`config.mk`:
```
export PLATFORM = sky130hd
export DESIGN_NAME = spg_top
export DESIGN_NICKNAME = d
export VERILOG_FILES = /design/src/inc/spg_pkg.sv /design/src/design/spg_top.sv
export SDC_FILE = /design/constraint.sdc
export NUM_CORES = 1
export LEC_CHECK = 0
export BUFFER_PORTS_ARGS = -buffer_cell sky130_fd_sc_hd__buf_2
export CORE_ASPECT_RATIO = 1.1
export CORE_UTILIZATION = 55
export CTS_CLUSTER_DIAMETER = 150
export DETAILED_ROUTE_END_ITERATION = 6
export PLACE_DENSITY = 0.8
export SLEW_MARGIN = 15
export SYNTH_ARGS = -nofsm -noshare
export SYNTH_HDL_FRONTEND = slang
export SYNTH_SLANG_ARGS = --single-unit
```
`constraint.sdc`:
```
create_clock -name clk -period 4.71 [get_ports clk]
set_clock_uncertainty 0.1 [all_clocks]
set_input_delay 0 -clock clk [delete_from_list [all_inputs] [get_ports clk]]
set_output_delay 0 -clock clk [all_outputs]
set_load 0.02 [all_outputs]
```
`src/inc/spg_pkg.sv`:
```
// Purpose: Shared constants and types for the SATA power and legacy glue.
// Assumes: Controller clock of 100 MHz.
// Notes:   Every number used by the glue is named once here.
`default_nettype none
package spg_pkg;

	// ************************************************************
	// Power states and bus spaces
	// ************************************************************
	localparam logic [1:0] PM_D0 = 2'h0;
	localparam logic [1:0] PM_D3 = 2'h3;
	localparam logic [1:0] PM_RESET = PM_D0;
	localparam logic [1:0] SP_CFG = 2'h0;
	localparam logic [1:0] SP_MEM = 2'h1;
	localparam logic [1:0] SP_IO = 2'h2;

	// ************************************************************
	// IDE I/O ranges
	// ************************************************************
	localparam logic [15:0] PRI_CMD_LEG = 16'h01f0;
	localparam logic [15:0] PRI_CTL_LEG = 16'h03f6;
	localparam logic [15:0] SEC_CMD_LEG = 16'h0170;
	localparam logic [15:0] SEC_CTL_LEG = 16'h0376;
	localparam logic [4:0] CMD_LEN = 5'h08;
	localparam logic [4:0] CTL_LEG_LEN = 5'h01;
	localparam logic [4:0] CTL_NAT_LEN = 5'h04;
	localparam logic [4:0] BM_LEN = 5'h10;
	localparam int BM_CHAN_BIT = 3;

	// ************************************************************
	// Reset values
	// ************************************************************
	localparam logic [3:0] TRAP_EN_RESET = 4'h0;
	localparam logic [3:0] PORT_EN_RESET = 4'h0;

	// ************************************************************
	// Timing
	// ************************************************************
	localparam int CLK_PERIOD_NS = 10;
	localparam int PARTIAL_EXIT_NS = 10;
	localparam int SLUMBER_EXIT_MS = 10;
	localparam int PARTIAL_CYC = (PARTIAL_EXIT_NS / CLK_PERIOD_NS) < 1 ?
		1 : (PARTIAL_EXIT_NS / CLK_PERIOD_NS);
	localparam int SLUMBER_CYC = (SLUMBER_EXIT_MS * 1000000) /
		CLK_PERIOD_NS;
	localparam int WCNT_W = 20;

	// ************************************************************
	// Link power state of one port
	// ************************************************************
	typedef enum logic [1:0] {
		LK_ACTIVE,
		LK_PARTIAL,
		LK_SLUMBER,
		LK_WAKING
	} spg_link_t;

endpackage
`default_nettype wire

```
`src/design/spg_top.sv`:
```
// Purpose: Power management and legacy support glue of a SATA host.
// Assumes: All inputs synchronous to clk; pulses last one cycle.
// Notes:   Open-drain pins are given as a level output plus an enable.
`timescale 1ns/1ns
`default_nettype none
module spg_top #(
	parameter int NPORT = 4,
	parameter int PART_CYC = spg_pkg::PARTIAL_CYC,
	parameter int SLUM_CYC = spg_pkg::SLUMBER_CYC
) (
	input  wire logic               clk,
	input  wire logic               rst,
	input  wire logic               legacy_mode,
	input  wire logic               pm_state_wr,
	input  wire logic [1:0]         pm_state_wdata,
	output logic      [1:0]         pm_state,
	input  wire logic               acc_valid,
	input  wire logic [1:0]         acc_space,
	input  wire logic [15:0]        acc_addr,
	output logic                    acc_fwd,
	output logic                    acc_master_abort,
	output logic                    acc_trapped,
	input  wire logic [15:0]        primary_cmd_base,
	input  wire logic [15:0]        primary_ctl_base,
	input  wire logic [15:0]        secondary_cmd_base,
	input  wire logic [15:0]        secondary_ctl_base,
	input  wire logic [15:0]        bm_base,
	input  wire logic               pri_drv_sel,
	input  wire logic               sec_drv_sel,
	input  wire logic               trap_en_wr,
	input  wire logic [3:0]         trap_en_wdata,
	output logic      [3:0]         trap_en,
	input  wire logic               act_clr_wr,
	input  wire logic [3:0]         act_clr_mask,
	output logic      [3:0]         trap_activity,
	output logic                    system_mgmt_irq_n,
	input  wire logic [7:0]         irq_status,
	input  wire logic [7:0]         irq_enable,
	input  wire logic               hotplug_evt,
	input  wire logic               pme_req,
	output logic                    intr_out,
	output logic                    pme_n_o,
	output logic                    pme_n_oe,
	input  wire logic               port_en_wr,
	input  wire logic [NPORT-1:0]   port_en_wdata,
	output logic      [NPORT-1:0]   port_enable_bit,
	input  wire logic [NPORT-1:0]   phy_detect,
	output logic      [NPORT-1:0]   port_present_bit,
	output logic      [NPORT-1:0]   port_phy_power,
	input  wire logic [NPORT-1:0]   drv_pm_req,
	input  wire logic [NPORT-1:0]   drv_pm_slumber,
	output logic      [NPORT-1:0]   drv_pm_ack,
	input  wire logic [NPORT-1:0]   drv_wake,
	input  wire logic [NPORT-1:0]   cable_use_req,
	input  wire logic [NPORT-1:0]   phy_ready,
	output logic      [NPORT-1:0]   com_wake,
	output logic      [NPORT-1:0]   cable_grant,
	input  wire logic [NPORT-1:0]   drive_busy_flag,
	output logic                    drive_activity_led_n_o,
	output logic                    drive_activity_led_n_oe
);

	// ************************************************************
	// State
	// ************************************************************
	typedef struct packed {
		logic [1:0]                 pm;
		logic [3:0]                 trap_en;
		logic [3:0]                 act;
		logic                       smi_n;
		logic                       fwd;
		logic                       abort;
		logic                       trap;
		logic                       intr;
		logic                       pme_oe;
		logic                       led_oe;
		logic [NPORT-1:0]           pen;
		logic [NPORT-1:0]           pres;
		logic [NPORT-1:0]           ack;
		logic [NPORT-1:0]           wake;
		logic [NPORT-1:0]           grant;
		spg_pkg::spg_link_t [NPORT-1:0] lk;
		logic [NPORT-1:0][spg_pkg::WCNT_W-1:0] wcnt;
	} spg_state_t;

	spg_state_t s_r;
	spg_state_t s_nxt;

	// Returns true when addr falls in [base, base+len).
	function automatic logic spg_in_range(
		input logic [15:0] addr,
		input logic [15:0] base,
		input logic [4:0]  len
	);
		logic [16:0] top;
		top = {1'b0, base} + {12'h000, len};
		spg_in_range = ({1'b0, addr} >= {1'b0, base}) &&
			({1'b0, addr} < top);
	endfunction

	// ************************************************************
	// Next state
	// ************************************************************
	// Computes every register of the glue from inputs and state.
	always_comb
	begin
		logic       d3;
		logic [3:0] hit;
		logic       bm_hit;
		logic [1:0] dev;
		logic       io_ok;
		logic       tr;
		d3 = 1'b0;
		hit = 4'h0;
		bm_hit = 1'b0;
		dev = 2'h0;
		io_ok = 1'b0;
		tr = 1'b0;
		s_nxt = s_r;

		// Power state is only moved by config writes; no reset on exit.
		if (pm_state_wr)
		begin
			s_nxt.pm = pm_state_wdata;
		end
		d3 = (s_r.pm == spg_pkg::PM_D3);

		if (trap_en_wr)
		begin
			s_nxt.trap_en = trap_en_wdata;
		end
		if (port_en_wr)
		begin
			s_nxt.pen = port_en_wdata;
		end

		// Decode which IDE range an I/O cycle touches.
		hit[0] = spg_in_range(acc_addr, spg_pkg::PRI_CMD_LEG,
			spg_pkg::CMD_LEN) || spg_in_range(acc_addr,
			primary_cmd_base, spg_pkg::CMD_LEN);
		hit[1] = spg_in_range(acc_addr, spg_pkg::PRI_CTL_LEG,
			spg_pkg::CTL_LEG_LEN) || spg_in_range(acc_addr,
			primary_ctl_base, spg_pkg::CTL_NAT_LEN);
		hit[2] = spg_in_range(acc_addr, spg_pkg::SEC_CMD_LEG,
			spg_pkg::CMD_LEN) || spg_in_range(acc_addr,
			secondary_cmd_base, spg_pkg::CMD_LEN);
		hit[3] = spg_in_range(acc_addr, spg_pkg::SEC_CTL_LEG,
			spg_pkg::CTL_LEG_LEN) || spg_in_range(acc_addr,
			secondary_ctl_base, spg_pkg::CTL_NAT_LEN);
		bm_hit = spg_in_range(acc_addr, bm_base, spg_pkg::BM_LEN);

		// The device is the channel's currently selected drive.
		if (hit[2] || hit[3])
		begin
			dev = {1'b1, sec_drv_sel};
		end
		else if (hit[0] || hit[1])
		begin
			dev = {1'b0, pri_drv_sel};
		end
		else if (acc_addr[spg_pkg::BM_CHAN_BIT])
		begin
			dev = {1'b1, sec_drv_sel};
		end
		else
		begin
			dev = {1'b0, pri_drv_sel};
		end

		// Access answers are one-cycle pulses after the request.
		s_nxt.fwd = 1'b0;
		s_nxt.abort = 1'b0;
		s_nxt.trap = 1'b0;
		s_nxt.smi_n = 1'b1;
		io_ok = acc_valid && (acc_space == spg_pkg::SP_IO) && !d3;
		if (acc_valid && (acc_space == spg_pkg::SP_CFG))
		begin
			s_nxt.fwd = 1'b1;
		end
		else if (acc_valid && d3)
		begin
			s_nxt.abort = 1'b1;
		end
		else if (io_ok && legacy_mode && (|hit) && s_r.trap_en[dev])
		begin
			tr = 1'b1;
		end
		else if (io_ok && legacy_mode && bm_hit && s_r.trap_en[dev])
		begin
			s_nxt.fwd = 1'b1;
			tr = 1'b1;
		end
		else if (acc_valid)
		begin
			s_nxt.fwd = 1'b1;
		end
		if (tr)
		begin
			s_nxt.trap = 1'b1;
			s_nxt.smi_n = 1'b0;
		end

		// Activity bits: write one clears, a new trap wins the clash.
		if (act_clr_wr)
		begin
			s_nxt.act = s_r.act & ~act_clr_mask;
		end
		if (tr)
		begin
			s_nxt.act[dev] = 1'b1;
		end

		// Interrupt: held off in D3, resumes from pending status in D0.
		s_nxt.intr = !d3 &&
			((|(irq_status & irq_enable)) ||
			(hotplug_evt && !legacy_mode));
		s_nxt.pme_oe = pme_req && !legacy_mode;
		s_nxt.led_oe = |drive_busy_flag;

		// Per-port link power handling; low power is entered only on a drive request.
		for (int p = 0; p < NPORT; p++)
		begin
			s_nxt.ack[p] = 1'b0;
			s_nxt.wake[p] = 1'b0;
			s_nxt.grant[p] = 1'b0;
			case (s_r.lk[p])
				spg_pkg::LK_ACTIVE:
				begin
					if (drv_pm_req[p])
					begin
						s_nxt.ack[p] = 1'b1;
						s_nxt.lk[p] = drv_pm_slumber[p] ?
							spg_pkg::LK_SLUMBER : spg_pkg::LK_PARTIAL;
					end
					else if (cable_use_req[p])
					begin
						s_nxt.grant[p] = 1'b1;
					end
				end
				spg_pkg::LK_PARTIAL,
				spg_pkg::LK_SLUMBER:
				begin
					if (drv_wake[p])
					begin
						s_nxt.lk[p] = spg_pkg::LK_ACTIVE;
					end
					else if (cable_use_req[p] && !d3)
					begin
						s_nxt.wake[p] = 1'b1;
						s_nxt.lk[p] = spg_pkg::LK_WAKING;
						s_nxt.wcnt[p] = (s_r.lk[p] == spg_pkg::LK_SLUMBER) ?
							spg_pkg::WCNT_W'(SLUM_CYC) :
							spg_pkg::WCNT_W'(PART_CYC);
					end
				end
				spg_pkg::LK_WAKING:
				begin
					if (phy_ready[p])
					begin
						s_nxt.lk[p] = spg_pkg::LK_ACTIVE;
						s_nxt.grant[p] = cable_use_req[p];
					end
					else if (s_r.wcnt[p] <= spg_pkg::WCNT_W'(1))
					begin
						// Recovery window missed: signal wake again.
						s_nxt.wake[p] = 1'b1;
						s_nxt.wcnt[p] = spg_pkg::WCNT_W'(SLUM_CYC);
					end
					else
					begin
						s_nxt.wcnt[p] = s_r.wcnt[p] -
							spg_pkg::WCNT_W'(1);
					end
				end
				default:
				begin
					s_nxt.lk[p] = spg_pkg::LK_ACTIVE;
				end
			endcase

			// Presence is sampled only while the link is awake.
			if (d3 || !s_r.pen[p])
			begin
				s_nxt.pres[p] = 1'b0;
			end
			else if (s_r.lk[p] == spg_pkg::LK_ACTIVE)
			begin
				s_nxt.pres[p] = phy_detect[p];
			end
		end
	end

	// ************************************************************
	// Registers
	// ************************************************************
	// Registers the whole state; reset only from the platform.
	always_ff @(posedge clk or posedge rst)
	begin
		if (rst)
		begin
			s_r <= '0;
			s_r.pm <= spg_pkg::PM_RESET;
			s_r.trap_en <= spg_pkg::TRAP_EN_RESET;
			s_r.pen <= spg_pkg::PORT_EN_RESET;
			s_r.smi_n <= 1'b1;
			for (int p = 0; p < NPORT; p++)
			begin
				s_r.lk[p] <= spg_pkg::LK_ACTIVE;
			end
		end
		else
		begin
			s_r <= s_nxt;
		end
	end

	// ************************************************************
	// Outputs
	// ************************************************************
	// Drives ports from the registered state.
	assign pm_state = s_r.pm;
	assign acc_fwd = s_r.fwd;
	assign acc_master_abort = s_r.abort;
	assign acc_trapped = s_r.trap;
	assign trap_en = s_r.trap_en;
	assign trap_activity = s_r.act;
	assign system_mgmt_irq_n = s_r.smi_n;
	assign intr_out = s_r.intr;
	assign pme_n_o = 1'b0;
	assign pme_n_oe = s_r.pme_oe;
	assign port_enable_bit = s_r.pen;
	assign port_present_bit = s_r.pres;
	assign drv_pm_ack = s_r.ack;
	assign com_wake = s_r.wake;
	assign cable_grant = s_r.grant;

	// Port power off in D3; the open-drain enables are not gated by D3.
	assign port_phy_power = (s_r.pm == spg_pkg::PM_D3) ?
		'0 : s_r.pen;

	// Open drain LED: only ever pulls low.
	assign drive_activity_led_n_o = 1'b0;
	assign drive_activity_led_n_oe = s_r.led_oe;

endmodule
`default_nettype wire

```
==> results.sh <==
export IMPL_status="finished clean"
export IMPL_drtIter0Drc=504
export IMPL_detail_route_wl_per_cell_um=16.9
export IMPL_rr_endpoint="s_r[81]"
export IMPL_async_reset_ff_share_pct=100
export IMPL_r2r_cells=8
export IMPL_yosysWarnings=0
export IMPL_grt_remaining_overflow=0
export IMPL_slew_headroom_pct=40.4
export IMPL_numCtsBuffers=17
export IMPL_postRouteAntennaNets=0
export IMPL_cp_slowest_cell="dlygate4sd3_1"
export IMPL_routabilityCongestion=0.948
export IMPL_ys_ff_latch=125
export IMPL_initial_core_util_pct=56.0
export IMPL_drv_slew=0
export IMPL_rr_startpoint="pm_state[0]"
export IMPL_finalWorstPathRequiredPeriod_ns=3.30
export IMPL_clkLatencyLatePin_ns=0.42
export IMPL_p_leak_nw=6.74
export IMPL_worstSetupPathType="in2reg"
export IMPL_min_path_cells=5
export IMPL_r2r_slack_ns=1.77
export IMPL_clockBufferDepth=2
export IMPL_grt_usage_pct=30.3
export IMPL_setup_tns_ns=0
export IMPL_areaGrowthSynthToFinish_pct=20.8
export IMPL_worstPathRequired_ns=4.96
export IMPL_fin_nets=1960
export IMPL_cp_end_kind="flip-flop"
export IMPL_ys_seq_area_share_pct=27.2
export IMPL_dieArea_um2=21500
export IMPL_post_cts_setup_buffers=0
export IMPL_cp_slowest_stage_delay_ns=0.55
export IMPL_dp_hpwl_mm=22.5
export IMPL_drc=0
export IMPL_setup_viol=0
export IMPL_rsz0062_at_grt="false"
export IMPL_first_pass_iters=5
export IMPL_grt_pass1_vias=11324
export IMPL_die_h_um=154
export IMPL_synth_top_family_by_area="simple AND/OR/NAND/NOR gates"
export IMPL_yosysUniqueCellTypes=74
export IMPL_cts_tree="done"
export IMPL_synth_mux_area_fraction_pct=1.33
export IMPL_syn_avg_cell_area_um2=8.40
export IMPL_core_area_um2=20600
export IMPL_via_per_inst=6.01
export IMPL_drive_above_1_share_pct=16.5
export IMPL_hold_path_class="in2reg"
export IMPL_grt_max_degree=69
export IMPL_die_w_um=140
export IMPL_arrival_ns=3.55
export IMPL_worst_pin_slew_ns=0.872
export IMPL_finalCoreUtilization_pct=67.6
export IMPL_cp_max_fo=6
export IMPL_yosys_area_share_simple_pct=21.1
export IMPL_cp_common_cell="nand2_1"
export IMPL_grt_pass1_wl_mm=52.9
export IMPL_cts_root_buf="clkbuf_16"
export IMPL_io_pins=211
export IMPL_cp_cell_sequence="buf_2 > and4_1 > nand2_1 > nor3_1 > nand2_1 > xnor2_1 > ha_1 > nand3_1 > or3_1 > a211oi_1 > o31a_1 > o22ai_1 > o211ai_1 > a22o_1 > dlygate4sd3_1"
export IMPL_min_to="s_r[85]"
export IMPL_cts_htree_levels=4
export IMPL_final_hold_viol_count=0
export IMPL_antenna_found_initial=4
export IMPL_synth_fa_ha_area_share_pct=18.7
export IMPL_routed_wl_mm=31.9
export IMPL_clock_sinks=125
export IMPL_power_density_nw_per_um2=445
export IMPL_io_buffer_count=208
export IMPL_clkSlewWorstSetupHoldPaths_ns=0.06
export IMPL_synth_xor_area_share_pct=4.49
export IMPL_syn_area_um2=11500
export IMPL_ctsResizeCount=0
export IMPL_synth_edf_count=0
export IMPL_fin_hold_ws_ns=0.0502
export IMPL_rows=55
export IMPL_maxCapViolations=0
export IMPL_synth_ff_type="dfrtp_1"
export IMPL_hold_start="drv_wake[2]"
export IMPL_synth_compound_area_share_pct=20.7
export IMPL_finalPower_mw=6.19
export IMPL_nFillCells=1618
export IMPL_synthesis_instances=1371
export IMPL_peakVddDrop_mv=0.285
export IMPL_fmax_ghz=0.303
export IMPL_period_share_pct=70.1
export IMPL_num_vias=11380
export IMPL_cp_start_kind="input pin"
==> critical path, delay by kind of cell <==
kind                       cells  cell delay, ns
and+or+nand+nor                6            1.38
AOI/OAI and AO/OA              5            1.02
buffers and inverters          2            0.68
adders and majority gates      1            0.29
xor gates and xnor gates       1            0.16
==> state kept, by name, summed over array words and instances, names as in the netlist <==
| signal | count |
|---|---|
| s_r | 88 |
| cable_grant | 4 |
| com_wake | 4 |
| drv_pm_ack | 4 |
| port_enable_bit | 4 |
| port_present_bit | 4 |
| trap_activity | 4 |
| trap_en | 4 |
| pm_state | 2 |
| acc_fwd | 1 |
| acc_master_abort | 1 |
| acc_trapped | 1 |
| drive_activity_led_n_oe | 1 |
| intr_out | 1 |
| pme_n_oe | 1 |
| system_mgmt_irq_n | 1 |
==> final cells by class <==
class,count,area [um2],area share [%]
Inverter,110,415,2.98
Sequential cell,125,3130,22.5
Antenna cell,4,10.0,0.0719
Multi-Input combinational cell,1081,7650,54.9
Timing Repair Buffer,285,1810,13.0
Clock inverter,15,163,1.17
Clock buffer,17,425,3.06
Tap cell,256,320,2.30
==> cells by family after synthesis <==
family	Yosys count
XOR/XNOR	59
other	1
flip-flops	125
AND/OR/NAND/NOR	468
multiplexers	14
buffers and inverters	166
AO/OA/AOI/OAI	366
adder cells (fa/ha/maj)	172
==> cell usage in the layout, fill, tap and decap left out, types with 10 or more instances in the layout <==
cell | netlist | layout
buf_2 | 2 | 208
ha_1 | 172 | 172
dfrtp_1 | 124 | 124
inv_1 | 110 | 109
nor2_1 | 103 | 103
nand2_1 | 93 | 93
a21oi_1 | 92 | 92
o21ai_0 | 86 | 86
dlygate4sd3_1 | 0 | 76
xnor2_1 | 58 | 58
nand3_1 | 50 | 50
nor3_1 | 40 | 40
nor2b_1 | 33 | 33
nand4_1 | 29 | 29
nand2b_1 | 27 | 27
o22a_1 | 26 | 26
a31oi_1 | 21 | 21
a21o_1 | 21 | 21
and2_1 | 20 | 20
clkbuf_16 | 0 | 17
a211oi_1 | 14 | 14
and3_1 | 13 | 13
o31ai_1 | 12 | 12
or3_1 | 11 | 11
and4_1 | 11 | 11
mux2_2 | 10 | 10
o41ai_1 | 10 | 10
nor4_1 | 10 | 10
==> how the worst max path moves through the flow <==
stage	start	endpoint	slack, ns	cells past startpoint
3_5_place_dp	primary_ctl_base[4]	acc_trapped	1.51	14
2_1_floorplan	rst	acc_fwd	1.28	1
5_1_grt	primary_ctl_base[4]	trap_activity[3]	1.08	15
3_3_place_gp	primary_ctl_base[4]	acc_trapped	1.70	14
6_report	primary_ctl_base[4]	trap_activity[3]	1.41	15
4_1_cts	primary_ctl_base[4]	trap_activity[1]	1.46	15
==> report_power, final <==
part	switching, mW	internal (mW)	total [mW]	leakage (nW)
clock network	0.524	0.785	1.31	0.274
logic	1.84	1.24	3.08	4.87
registers	0.359	1.44	1.80	1.60
total	2.72	3.46	6.19	6.74
==> cell usage after synthesis, types with 4 or more instances <==
| cell type | n | area share (%) |
|---|---|---|
| nor3_1 | 40 | 1.7 |
| o211ai_1 | 8 | 0.52 |
| a211o_1 | 5 | 0.38 |
| inv_1 | 110 | 3.6 |
| a221oi_1 | 5 | 0.38 |
| nand2b_1 | 27 | 1.5 |
| or4_1 | 8 | 0.52 |
| o21ai_0 | 86 | 3.7 |
| o22a_1 | 26 | 2.0 |
| mux2i_1 | 4 | 0.35 |
| buf_4 | 32 | 2.1 |
| nand3_1 | 50 | 2.2 |
| nor2b_1 | 33 | 1.8 |
| nor4_1 | 10 | 0.54 |
| xnor2_1 | 58 | 4.4 |
| dfrtp_1 | 124 | 27 |
| clkbuf_1 | 21 | 0.68 |
| nor2_1 | 103 | 3.4 |
| and4_1 | 11 | 0.84 |
| nand2_1 | 93 | 3.0 |
| and2_1 | 20 | 1.1 |
| o2111ai_1 | 7 | 0.53 |
| or3_1 | 11 | 0.60 |
| a211oi_1 | 14 | 0.91 |
| a41oi_1 | 6 | 0.46 |
| a21oi_1 | 92 | 4.0 |
| and3_1 | 13 | 0.71 |
| a2111oi_0 | 4 | 0.30 |
| ha_1 | 172 | 19 |
| o21ai_1 | 5 | 0.22 |
| o21a_1 | 9 | 0.59 |
| nand4_1 | 29 | 1.6 |
| a21o_1 | 21 | 1.4 |
| a31oi_1 | 21 | 1.1 |
| a22o_1 | 4 | 0.30 |
| mux2_2 | 10 | 0.98 |
| o31ai_1 | 12 | 0.78 |
| o41ai_1 | 10 | 0.76 |
==> metrics by stage <==
stage	setup slack, ns	std cells	area (um2)
2_1_floorplan	1.28	1372	11500
3_3_place_gp	1.70	1781	12600
3_5_place_dp	1.51	1781	12600
4_1_cts	1.46	1889	13900
5_1_grt	1.08	1892	13900
6_report	1.41	1893	13900
==> repair_timing <==
action | in CTS | in global routing
hold endpoints to repair | 114 | 0
setup endpoints to repair | 0 | 0
hold buffers | 76 | 0
==> routing by layer <==
layer	up-vias	GRT usage, %	wire [um]
li1	5496	-	-
met1	5401	35.6	13200
met2	383	53.0	15600
met3	100	5.08	1740
met4	0	16.0	1400
met5	-	0	0
(Power assumes the default switching activity.)
